===== src/logic/host_port_map.svh =====
// register offsets, field positions, reset values and access latencies of the host port
`ifndef HOST_PORT_MAP_SVH
`define HOST_PORT_MAP_SVH

`define OFS_PART_ID 10'h000
`define OFS_GCR1 10'h002
`define OFS_GCR2 10'h004
`define OFS_GIOCR 10'h00a
`define OFS_LATCHED 10'h010
`define OFS_PCR1 10'h040
`define OFS_PCR2 10'h042
`define OFS_PCR3 10'h044
`define OFS_PCR4 10'h046
`define OFS_TUNE_A 10'h20b
`define OFS_TUNE_B 10'h20f
`define WORD_MASK 10'h3fe

`define GCR1_RST 0
`define GCR1_DPRST 1
`define GCR1_LCRE 2
`define GCR1_IFC_LO 8
`define GCR1_BUSW_LO 10
`define IFC_POS_BIT 9

`define PCR1_DPRST 0
`define PCR1_PD 1
`define PCR1_HDLC_ATTACH_SELECT 2
`define PCR1_LAIS_LO 10
`define PCR1_PAIS_LO 12
`define PCR2_TX_LINE_ENABLE 0
`define PCR2_FM_LO 1
`define PCR2_PLCP 2
`define PCR2_LM_LO 8
`define PCR2_CELL_PROCESSING_ENABLE 11
`define PCR3_LOOP_TIMING_ENABLE 0
`define PCR3_TX_CLOCK_SOURCE_SELECT 1
`define PCR4_THEC 0
`define PCR4_RHEC 1

`define LM_LIU_JA_RX 3'b011
`define PAIS_OFF 3'b111
`define LAIS_OFF 2'b11

`define GCR1_RESET 16'h0002
`define GCR2_RESET 16'h0000
`define GIOCR_RESET 16'h0000
`define PCR1_RESET 16'h0003
`define PCR2_RESET 16'h0000
`define PCR3_RESET 16'h0000
`define PCR4_RESET 16'h0000
`define TUNE_RESET 8'h00
`define PART_ID_DEFAULT 16'h0a5a

`define LAT_FAST 4'h2
`define LAT_SLOW 4'h6

`endif


===== src/logic/host_port_pkg.sv =====
// types of the host port: access states and the registered state record
package host_port_pkg;

  typedef enum logic [1:0] {
    ST_IDLE = 2'b00,
    ST_WAIT = 2'b01,
    ST_DONE = 2'b11,
    ST_STALL = 2'b10
  } access_state_type;

  typedef struct packed {
    logic cs_s1, cs_s2, rd_s1, rd_s2, wr_s1, wr_s2, lsb_s1, lsb_s2, width_s1, width_s2;
    logic [8:0] addr_s1, addr_s2;
    logic [15:0] din_s1, din_s2;
    access_state_type fsm;
    logic [3:0] count;
    logic is_read;
    logic rdy_n;
    logic [15:0] dout;
    logic oe_lo, oe_hi;
    logic [15:0] gcr1, gcr2, giocr, pcr1, pcr2, pcr3, pcr4, latched;
    logic [7:0] tune_a, tune_b;
    logic payload_ais_off, line_ais_off, liu_on, ja_rx, cell_route;
  } state_type;

endpackage


===== src/logic/host_port.sv =====
// parallel host port with register file, latched status and start-up control
`timescale 1ns/10ps
`include "host_port_map.svh"

module host_port
  import host_port_pkg::*;
#(
  parameter logic [15:0] PART_ID = `PART_ID_DEFAULT // value is arbitrary
)
(
  input wire logic clk,
  input wire logic sys_rst,
  input wire logic cs_n,
  input wire logic rd_n,
  input wire logic wr_n,
  input wire logic [8:0] host_addr,
  input wire logic addr_lsb_or_swap_select,
  input wire logic bus_width_select,
  input wire logic [15:0] data_in,
  input wire logic [15:0] status_event,
  output logic [15:0] data_out,
  output logic data_oe_lo,
  output logic data_oe_hi,
  output logic rdy_n,
  output logic global_reset_active,
  output logic global_datapath_reset,
  output logic port_datapath_reset,
  output logic port_power_down,
  output logic [1:0] system_interface_type,
  output logic [1:0] system_bus_width,
  output logic [15:0] clock_rate_adapter_config,
  output logic [15:0] global_io_config,
  output logic payload_ais_disable,
  output logic line_ais_disable,
  output logic hdlc_attach_select,
  output logic line_interface_enable,
  output logic jitter_attenuator_rx,
  output logic [5:0] framing_mode_field,
  output logic plcp_enable,
  output logic tx_line_enable,
  output logic cell_processing_route,
  output logic tx_hec_carry,
  output logic rx_hec_carry,
  output logic loop_timing_enable,
  output logic tx_clock_source_select,
  output logic [15:0] latched_status,
  output logic [7:0] tuning_a,
  output logic [7:0] tuning_b
);

  state_type s;
  state_type next_s;

  logic wide;
  logic swap;
  logic strobe;
  logic lane_hi;
  logic lane_lo;
  logic [9:0] word;
  logic hit;
  logic [3:0] lat;
  logic [15:0] rv;
  logic [15:0] wd;
  logic [15:0] bm;
  logic [15:0] clr;
  logic complete;
  logic rst_keep;

  assign wide = s.width_s2;
  assign swap = wide & s.lsb_s2;
  assign strobe = ~s.cs_s2 & (~s.rd_s2 | ~s.wr_s2);
  assign lane_hi = wide | s.lsb_s2;
  assign lane_lo = wide | ~s.lsb_s2;
  assign word = {s.addr_s2, 1'b0};
  assign bm = {{8{lane_hi}}, {8{lane_lo}}};
  assign complete = (s.fsm == ST_WAIT) && (s.count == 4'h0);

  // global registers answer fast, port and tuning registers slow
  always_comb
  begin
    hit = 1'b1;
    lat = `LAT_FAST;
    rv = 16'h0000;
    case (word)
      `OFS_PART_ID: rv = PART_ID;
      `OFS_GCR1: rv = s.gcr1;
      `OFS_GCR2: rv = s.gcr2;
      `OFS_GIOCR: rv = s.giocr;
      `OFS_LATCHED: rv = s.latched;
      `OFS_PCR1:
      begin
        rv = s.pcr1;
        lat = `LAT_SLOW;
      end
      `OFS_PCR2:
      begin
        rv = s.pcr2;
        lat = `LAT_SLOW;
      end
      `OFS_PCR3:
      begin
        rv = s.pcr3;
        lat = `LAT_SLOW;
      end
      `OFS_PCR4:
      begin
        rv = s.pcr4;
        lat = `LAT_SLOW;
      end
      (`OFS_TUNE_A & `WORD_MASK):
      begin
        rv = {s.tune_a, 8'h00};
        lat = `LAT_SLOW;
      end
      (`OFS_TUNE_B & `WORD_MASK):
      begin
        rv = {s.tune_b, 8'h00};
        lat = `LAT_SLOW;
      end
      default: hit = 1'b0;
    endcase
  end

  always_comb
  begin
    next_s = s;
    rst_keep = 1'b0;
    // pins cross from the host's untimed bus
    next_s.cs_s1 = cs_n;
    next_s.cs_s2 = s.cs_s1;
    next_s.rd_s1 = rd_n;
    next_s.rd_s2 = s.rd_s1;
    next_s.wr_s1 = wr_n;
    next_s.wr_s2 = s.wr_s1;
    next_s.lsb_s1 = addr_lsb_or_swap_select;
    next_s.lsb_s2 = s.lsb_s1;
    next_s.width_s1 = bus_width_select;
    next_s.width_s2 = s.width_s1;
    next_s.addr_s1 = host_addr;
    next_s.addr_s2 = s.addr_s1;
    next_s.din_s1 = data_in;
    next_s.din_s2 = s.din_s1;

    if (wide)
      wd = swap ? {s.din_s2[7:0], s.din_s2[15:8]} : s.din_s2;
    else
      wd = {s.din_s2[7:0], s.din_s2[7:0]};

    clr = 16'h0000;
    if (complete && (word == `OFS_LATCHED))
    begin
      if (s.is_read && s.gcr1[`GCR1_LCRE])
        clr = bm;
      else if (!s.is_read && !s.gcr1[`GCR1_LCRE])
        clr = wd & bm;
    end
    // a new event wins over a clear in the same cycle
    next_s.latched = (s.latched & ~clr) | status_event;

    case (s.fsm)
      ST_IDLE:
      begin
        if (strobe)
        begin
          next_s.is_read = ~s.rd_s2;
          next_s.count = lat;
          next_s.fsm = hit ? ST_WAIT : ST_STALL;
        end
      end
      ST_WAIT:
      begin
        if (s.count != 4'h0)
          next_s.count = s.count - 4'h1;
        else
        begin
          next_s.rdy_n = 1'b0;
          next_s.fsm = ST_DONE;
          if (s.is_read)
          begin
            next_s.oe_lo = 1'b1;
            next_s.oe_hi = wide;
            if (wide)
              next_s.dout = swap ? {rv[7:0], rv[15:8]} : rv;
            else
              next_s.dout = {8'h00, s.lsb_s2 ? rv[15:8] : rv[7:0]};
          end
          else
          begin
            case (word)
              `OFS_GCR1: next_s.gcr1 = (s.gcr1 & ~bm) | (wd & bm);
              `OFS_GCR2: next_s.gcr2 = (s.gcr2 & ~bm) | (wd & bm);
              `OFS_GIOCR: next_s.giocr = (s.giocr & ~bm) | (wd & bm);
              `OFS_PCR1: next_s.pcr1 = (s.pcr1 & ~bm) | (wd & bm);
              `OFS_PCR2: next_s.pcr2 = (s.pcr2 & ~bm) | (wd & bm);
              `OFS_PCR3: next_s.pcr3 = (s.pcr3 & ~bm) | (wd & bm);
              `OFS_PCR4: next_s.pcr4 = (s.pcr4 & ~bm) | (wd & bm);
              (`OFS_TUNE_A & `WORD_MASK):
              begin
                if (lane_hi)
                  next_s.tune_a = wd[15:8];
              end
              (`OFS_TUNE_B & `WORD_MASK):
              begin
                if (lane_hi)
                  next_s.tune_b = wd[15:8];
              end
              default:
              begin
                // identification and latched words take no stored write
              end
            endcase
          end
        end
      end
      ST_DONE:
      begin
        // ready stays low until the host lets go of the strobe
        if (!strobe)
        begin
          next_s.rdy_n = 1'b1;
          next_s.oe_lo = 1'b0;
          next_s.oe_hi = 1'b0;
          next_s.fsm = ST_IDLE;
        end
      end
      ST_STALL:
      begin
        if (!strobe)
          next_s.fsm = ST_IDLE;
      end
      default: next_s.fsm = ST_IDLE;
    endcase

    // while the reset bit stands every register but the bit itself is forced
    if (s.gcr1[`GCR1_RST])
    begin
      rst_keep = next_s.gcr1[`GCR1_RST];
      next_s.gcr1 = `GCR1_RESET;
      next_s.gcr1[`GCR1_RST] = rst_keep;
      next_s.gcr2 = `GCR2_RESET;
      next_s.giocr = `GIOCR_RESET;
      next_s.pcr1 = `PCR1_RESET;
      next_s.pcr2 = `PCR2_RESET;
      next_s.pcr3 = `PCR3_RESET;
      next_s.pcr4 = `PCR4_RESET;
      next_s.tune_a = `TUNE_RESET;
      next_s.tune_b = `TUNE_RESET;
      next_s.latched = 16'h0000;
    end

    next_s.payload_ais_off = (next_s.pcr1[`PCR1_PAIS_LO +: 3] == `PAIS_OFF);
    next_s.line_ais_off = (next_s.pcr1[`PCR1_LAIS_LO +: 2] == `LAIS_OFF);
    next_s.liu_on = (next_s.pcr2[`PCR2_LM_LO +: 3] == `LM_LIU_JA_RX);
    next_s.ja_rx = (next_s.pcr2[`PCR2_LM_LO +: 3] == `LM_LIU_JA_RX);
    next_s.cell_route = next_s.gcr1[`IFC_POS_BIT] & next_s.pcr2[`PCR2_CELL_PROCESSING_ENABLE];
  end

  always_ff @(posedge clk or posedge sys_rst)
  begin
    if (sys_rst)
    begin
      s <= '0;
      s.cs_s1 <= 1'b1;
      s.cs_s2 <= 1'b1;
      s.rd_s1 <= 1'b1;
      s.rd_s2 <= 1'b1;
      s.wr_s1 <= 1'b1;
      s.wr_s2 <= 1'b1;
      s.fsm <= ST_IDLE;
      s.rdy_n <= 1'b1;
      s.gcr1 <= `GCR1_RESET;
      s.gcr2 <= `GCR2_RESET;
      s.giocr <= `GIOCR_RESET;
      s.pcr1 <= `PCR1_RESET;
      s.pcr2 <= `PCR2_RESET;
      s.pcr3 <= `PCR3_RESET;
      s.pcr4 <= `PCR4_RESET;
      s.tune_a <= `TUNE_RESET;
      s.tune_b <= `TUNE_RESET;
    end
    else
      s <= next_s;
  end

  assign data_out = s.dout;
  assign data_oe_lo = s.oe_lo;
  assign data_oe_hi = s.oe_hi;
  assign rdy_n = s.rdy_n;
  assign global_reset_active = s.gcr1[`GCR1_RST];
  assign global_datapath_reset = s.gcr1[`GCR1_DPRST];
  assign port_datapath_reset = s.pcr1[`PCR1_DPRST];
  assign port_power_down = s.pcr1[`PCR1_PD];
  assign system_interface_type = s.gcr1[`GCR1_IFC_LO +: 2];
  assign system_bus_width = s.gcr1[`GCR1_BUSW_LO +: 2];
  assign clock_rate_adapter_config = s.gcr2;
  assign global_io_config = s.giocr;
  assign payload_ais_disable = s.payload_ais_off;
  assign line_ais_disable = s.line_ais_off;
  assign hdlc_attach_select = s.pcr1[`PCR1_HDLC_ATTACH_SELECT];
  assign line_interface_enable = s.liu_on;
  assign jitter_attenuator_rx = s.ja_rx;
  assign framing_mode_field = s.pcr2[`PCR2_FM_LO +: 6];
  assign plcp_enable = s.pcr2[`PCR2_PLCP];
  assign tx_line_enable = s.pcr2[`PCR2_TX_LINE_ENABLE];
  assign cell_processing_route = s.cell_route;
  assign tx_hec_carry = s.pcr4[`PCR4_THEC];
  assign rx_hec_carry = s.pcr4[`PCR4_RHEC];
  assign loop_timing_enable = s.pcr3[`PCR3_LOOP_TIMING_ENABLE];
  assign tx_clock_source_select = s.pcr3[`PCR3_TX_CLOCK_SOURCE_SELECT];
  assign latched_status = s.latched;
  assign tuning_a = s.tune_a;
  assign tuning_b = s.tune_b;
endmodule


===== config.mk =====
export PLATFORM = sky130hd
export DESIGN_NAME = host_port
export DESIGN_NICKNAME = d
export VERILOG_FILES = /design/src/logic/host_port_pkg.sv /design/src/logic/host_port.sv
export VERILOG_INCLUDE_DIRS = /design/src /design/src/logic
export SDC_FILE = /design/constraint.sdc
export NUM_CORES = 1
export LEC_CHECK = 0
export BUFFER_PORTS_ARGS = -buffer_cell sky130_fd_sc_hd__buf_2
export CORE_MARGIN = 1
export CORE_UTILIZATION = 50
export DETAILED_ROUTE_END_ITERATION = 10
export GPL_ROUTABILITY_DRIVEN = 0
export PLACE_DENSITY = 0.71
export SETUP_SLACK_MARGIN = 0.02
export SYNTH_ARGS = -nofsm -noshare
export SYNTH_HDL_FRONTEND = slang
export SYNTH_SLANG_ARGS = --single-unit

===== constraint.sdc =====
create_clock -name clk -period 9.6 [get_ports clk]
set_clock_uncertainty 0.05 [all_clocks]
set_input_delay 0.48 -clock clk [delete_from_list [all_inputs] [get_ports clk]]
set_output_delay 0.48 -clock clk [all_outputs]
set_load 0.02 [all_outputs]

==> results_dict.tcl <==
set metrics [dict create \
    status "finished, violations left" \
    violations "max-capacitance violations, max-slew violations" \
    vias_per_cell 6.58 \
    fin_setup_tns_ns 0 \
    numCtsBuffers 24 \
    maxCapViolCount 1 \
    cts.repair.resized 0 \
    critical_path_cell_count 5 \
    ys_types 70 \
    dieHeight_um 154 \
    vias 9380 \
    drcViolationCount 0 \
    fmax_ghz 0.281 \
    final_cell_mix "dfrtp_1, buf_2, o22a_1" \
    clock_tree.root_cell "clkbuf_16" \
    antenna_found_initial 0 \
    crit_slowest_cell "nor4bb_1" \
    synthSimpleGateAreaFrac_pct 13.5 \
    period_needed_ns 3.56 \
    mostFrequentLayoutCell "dfrtp_1" \
    drtAntennaViolNets 0 \
    netlist_area_sq_um 11500 \
    criticalPathCategory "flop to flop" \
    grt_usage_pct 30.1 \
    rows 55 \
    postCtsSetupBuffers 0 \
    syn_nets 1125 \
    p_leak_uw 0.00586 \
    drive_gt1_share_pct 25.8 \
    fin_crit_sh_pct 37.1 \
    critical_path.top_delay_family "simple AND/OR/NAND/NOR gates" \
    core_area_sq_um 22600 \
    grt_pass1_vias 8893 \
    synth.avg_cell_area_sq_um 10.7 \
    grt-ovfl-total 0 \
    postCtsHoldBufs 11 \
    peakVddDrop_v 0.000135 \
    ios 157 \
    io_buffers 156 \
    avgRoutedWirePerCell_um 25.1 \
    slowest_delay_ns 1.32 \
    synth-seq-area-share_pct 51.0 \
    hp-class "primary input to asynchronous set/reset pin" \
    clk_latency_ns 0.52 \
    synth_compound_gate_area_share_pct 19.4 \
    cp-end-kind "flop" \
    drtPass1Iterations 5 \
    post-route-util_pct 56.2 \
    report.final.slew_viol_count 1 \
    clk_pin_slew_ns 0.06 \
    die_area_sq_um 23600 \
    wl_um 35800 \
    fp.dieW_um 154 \
    rsz0062_at_grt "no" \
    yosys-top-cells-area "dfrtp_1, buf_4, o22a_1" \
    cp.arrival_ns 3.95 \
    clock_path_buffers 3 \
    worst_slew_pin_slew_ns 1.49 \
    hpwl_um 25400 \
    synth_adder_area_share_pct 0.217 \
    synth_top_family_by_area "compound AO/OA/AOI/OAI gates" \
    synth_top_cell_by_area "dfrtp_1" \
    nets 1173 \
    hold_viol_final 0 \
    dp_cells 1371 \
    grt_pass1_wl_um 54200 \
    crit_buf_inv 0 \
    postLayoutCellArea_sq_um 12700 \
    regArea_sq_um 5870 \
    async_reset_ff_share_pct 100 \
    grt_max_degree 97 \
    required_ns 9.99 \
    start_util_pct 50.8 \
    stdcell_count 1426 \
    synth-edff-count 0 \
    postSynthCellCount 1075 \
    path_cells "nor4bb_1 -> a22oi_1 -> o221ai_1 -> o22ai_1 -> o21ai_1" \
    p_per_area_nw_per_um2 176 \
    h-tree-depth 1 \
    worstRegToRegCells 5 \
    cp-start-kind "flop" \
    synth_xor_area_share_pct 0.0761 \
    yosys_most_used_dff "dfrtp_1" \
    area_delta_synth_final_pct 10.6 \
    ys_ff_latch 234 \
    slew_headroom_pct -0.465 \
    insertedDiodeCount 0 \
    cts_tree "done" \
    yosys_warnings 0 \
    placed_area_sq_um 11700 \
    synth_top_area_share_pct 48.7 \
    synthMuxAreaShare_pct 5.75 \
    cts_sinks 234 \
    multiInputGateArea_sq_um 4490 \
    drt-initial-drc-count 1289 \
    cp_max_fo 31 \
    n_fill_cell 1960 \
    setup_viol 0 \
]
==> worst register-to-register path, delay by kind of cell (launching register included) <==
| family | cells | cell delay, ns |
|---|---|---|
| AOI/OAI and AO/OA | 4 | 1.03 |
| and+or+nand+nor | 1 | 1.33 |
| DFF | 1 | 1.07 |
==> flip-flops by register name (all words and copies together) (netlist names), 2 cells and up <==
signal	count
s	96
next_s	30
clock_rate_adapter_config	16
data_out	16
global_io_config	16
latched_status	16
tuning_a	8
tuning_b	8
framing_mode_field	6
system_bus_width	2
system_interface_type	2
==> final timing paths <==
kind / from / endpoint / slack [ns]
hold reg to reg: next_s[175] / s[175] / 0.29
setup / recovery: s[212] / data_out[1] / 6.04
min in group clk: data_in[13] / next_s[188] / 0.01
setup reg to reg: s[212] / data_out[1] / 6.04
max in group asynchronous: sys_rst / global_reset_active / 7.22
hold / removal: sys_rst / s[41] / 0.009
==> where the power goes <==
part	internal [uW]	switching, uW
logic	49.0	103
registers	1010	32.5
clock network	650	390
==> cell usage after synthesis (all sizes together), types with 15 or more instances <==
cell    instances
clkbuf         30
buf           127
nor3           15
nand4          16
mux2           37
mux2i          20
inv            33
dfrtp         224
o21ai          53
a31oi          15
o22a           81
nand3          31
nor2           66
nand2          71
a21oi          74
==> through the flow <==
stage	power, uW	setup slack, ns	hold slack (ns)
2_1_floorplan	1160	2.67	0.281
6_report	2240	6.04	0.00945
3_5_place_dp	1210	6.33	0.286
3_3_place_gp	1200	6.36	0.282
4_1_cts	2240	6.26	0.000311
5_1_grt	2300	5.97	0.0102
==> final cells by class <==
type                       instances  area share (%)
clock buffer                      36            5.95
clock inverter                     8            1.12
sequential                       234            46.1
tap                              285            2.80
multi-input combinational        651            35.3
inverter                          33            1.03
timing repair buffer             179            7.71
==> cells by family after synthesis <==
group                    count (synthesis)
flip-flops                             234
adder cells (fa/ha/maj)                  2
AND/OR/NAND/NOR                        271
buffers and inverters                  190
XOR/XNOR                                 1
multiplexers                            59
AO/OA/AOI/OAI                          318
==> layer usage <==
layer  GRT usage (%)  vias up  wire [um]
li1                -     3973          -
met1            41.9     4638      14400
met2            45.8      645      15900
met3            6.57      124       3690
met4            12.3        0       1710
met5               0        -          0
Power figures use the tool's default switching activity.
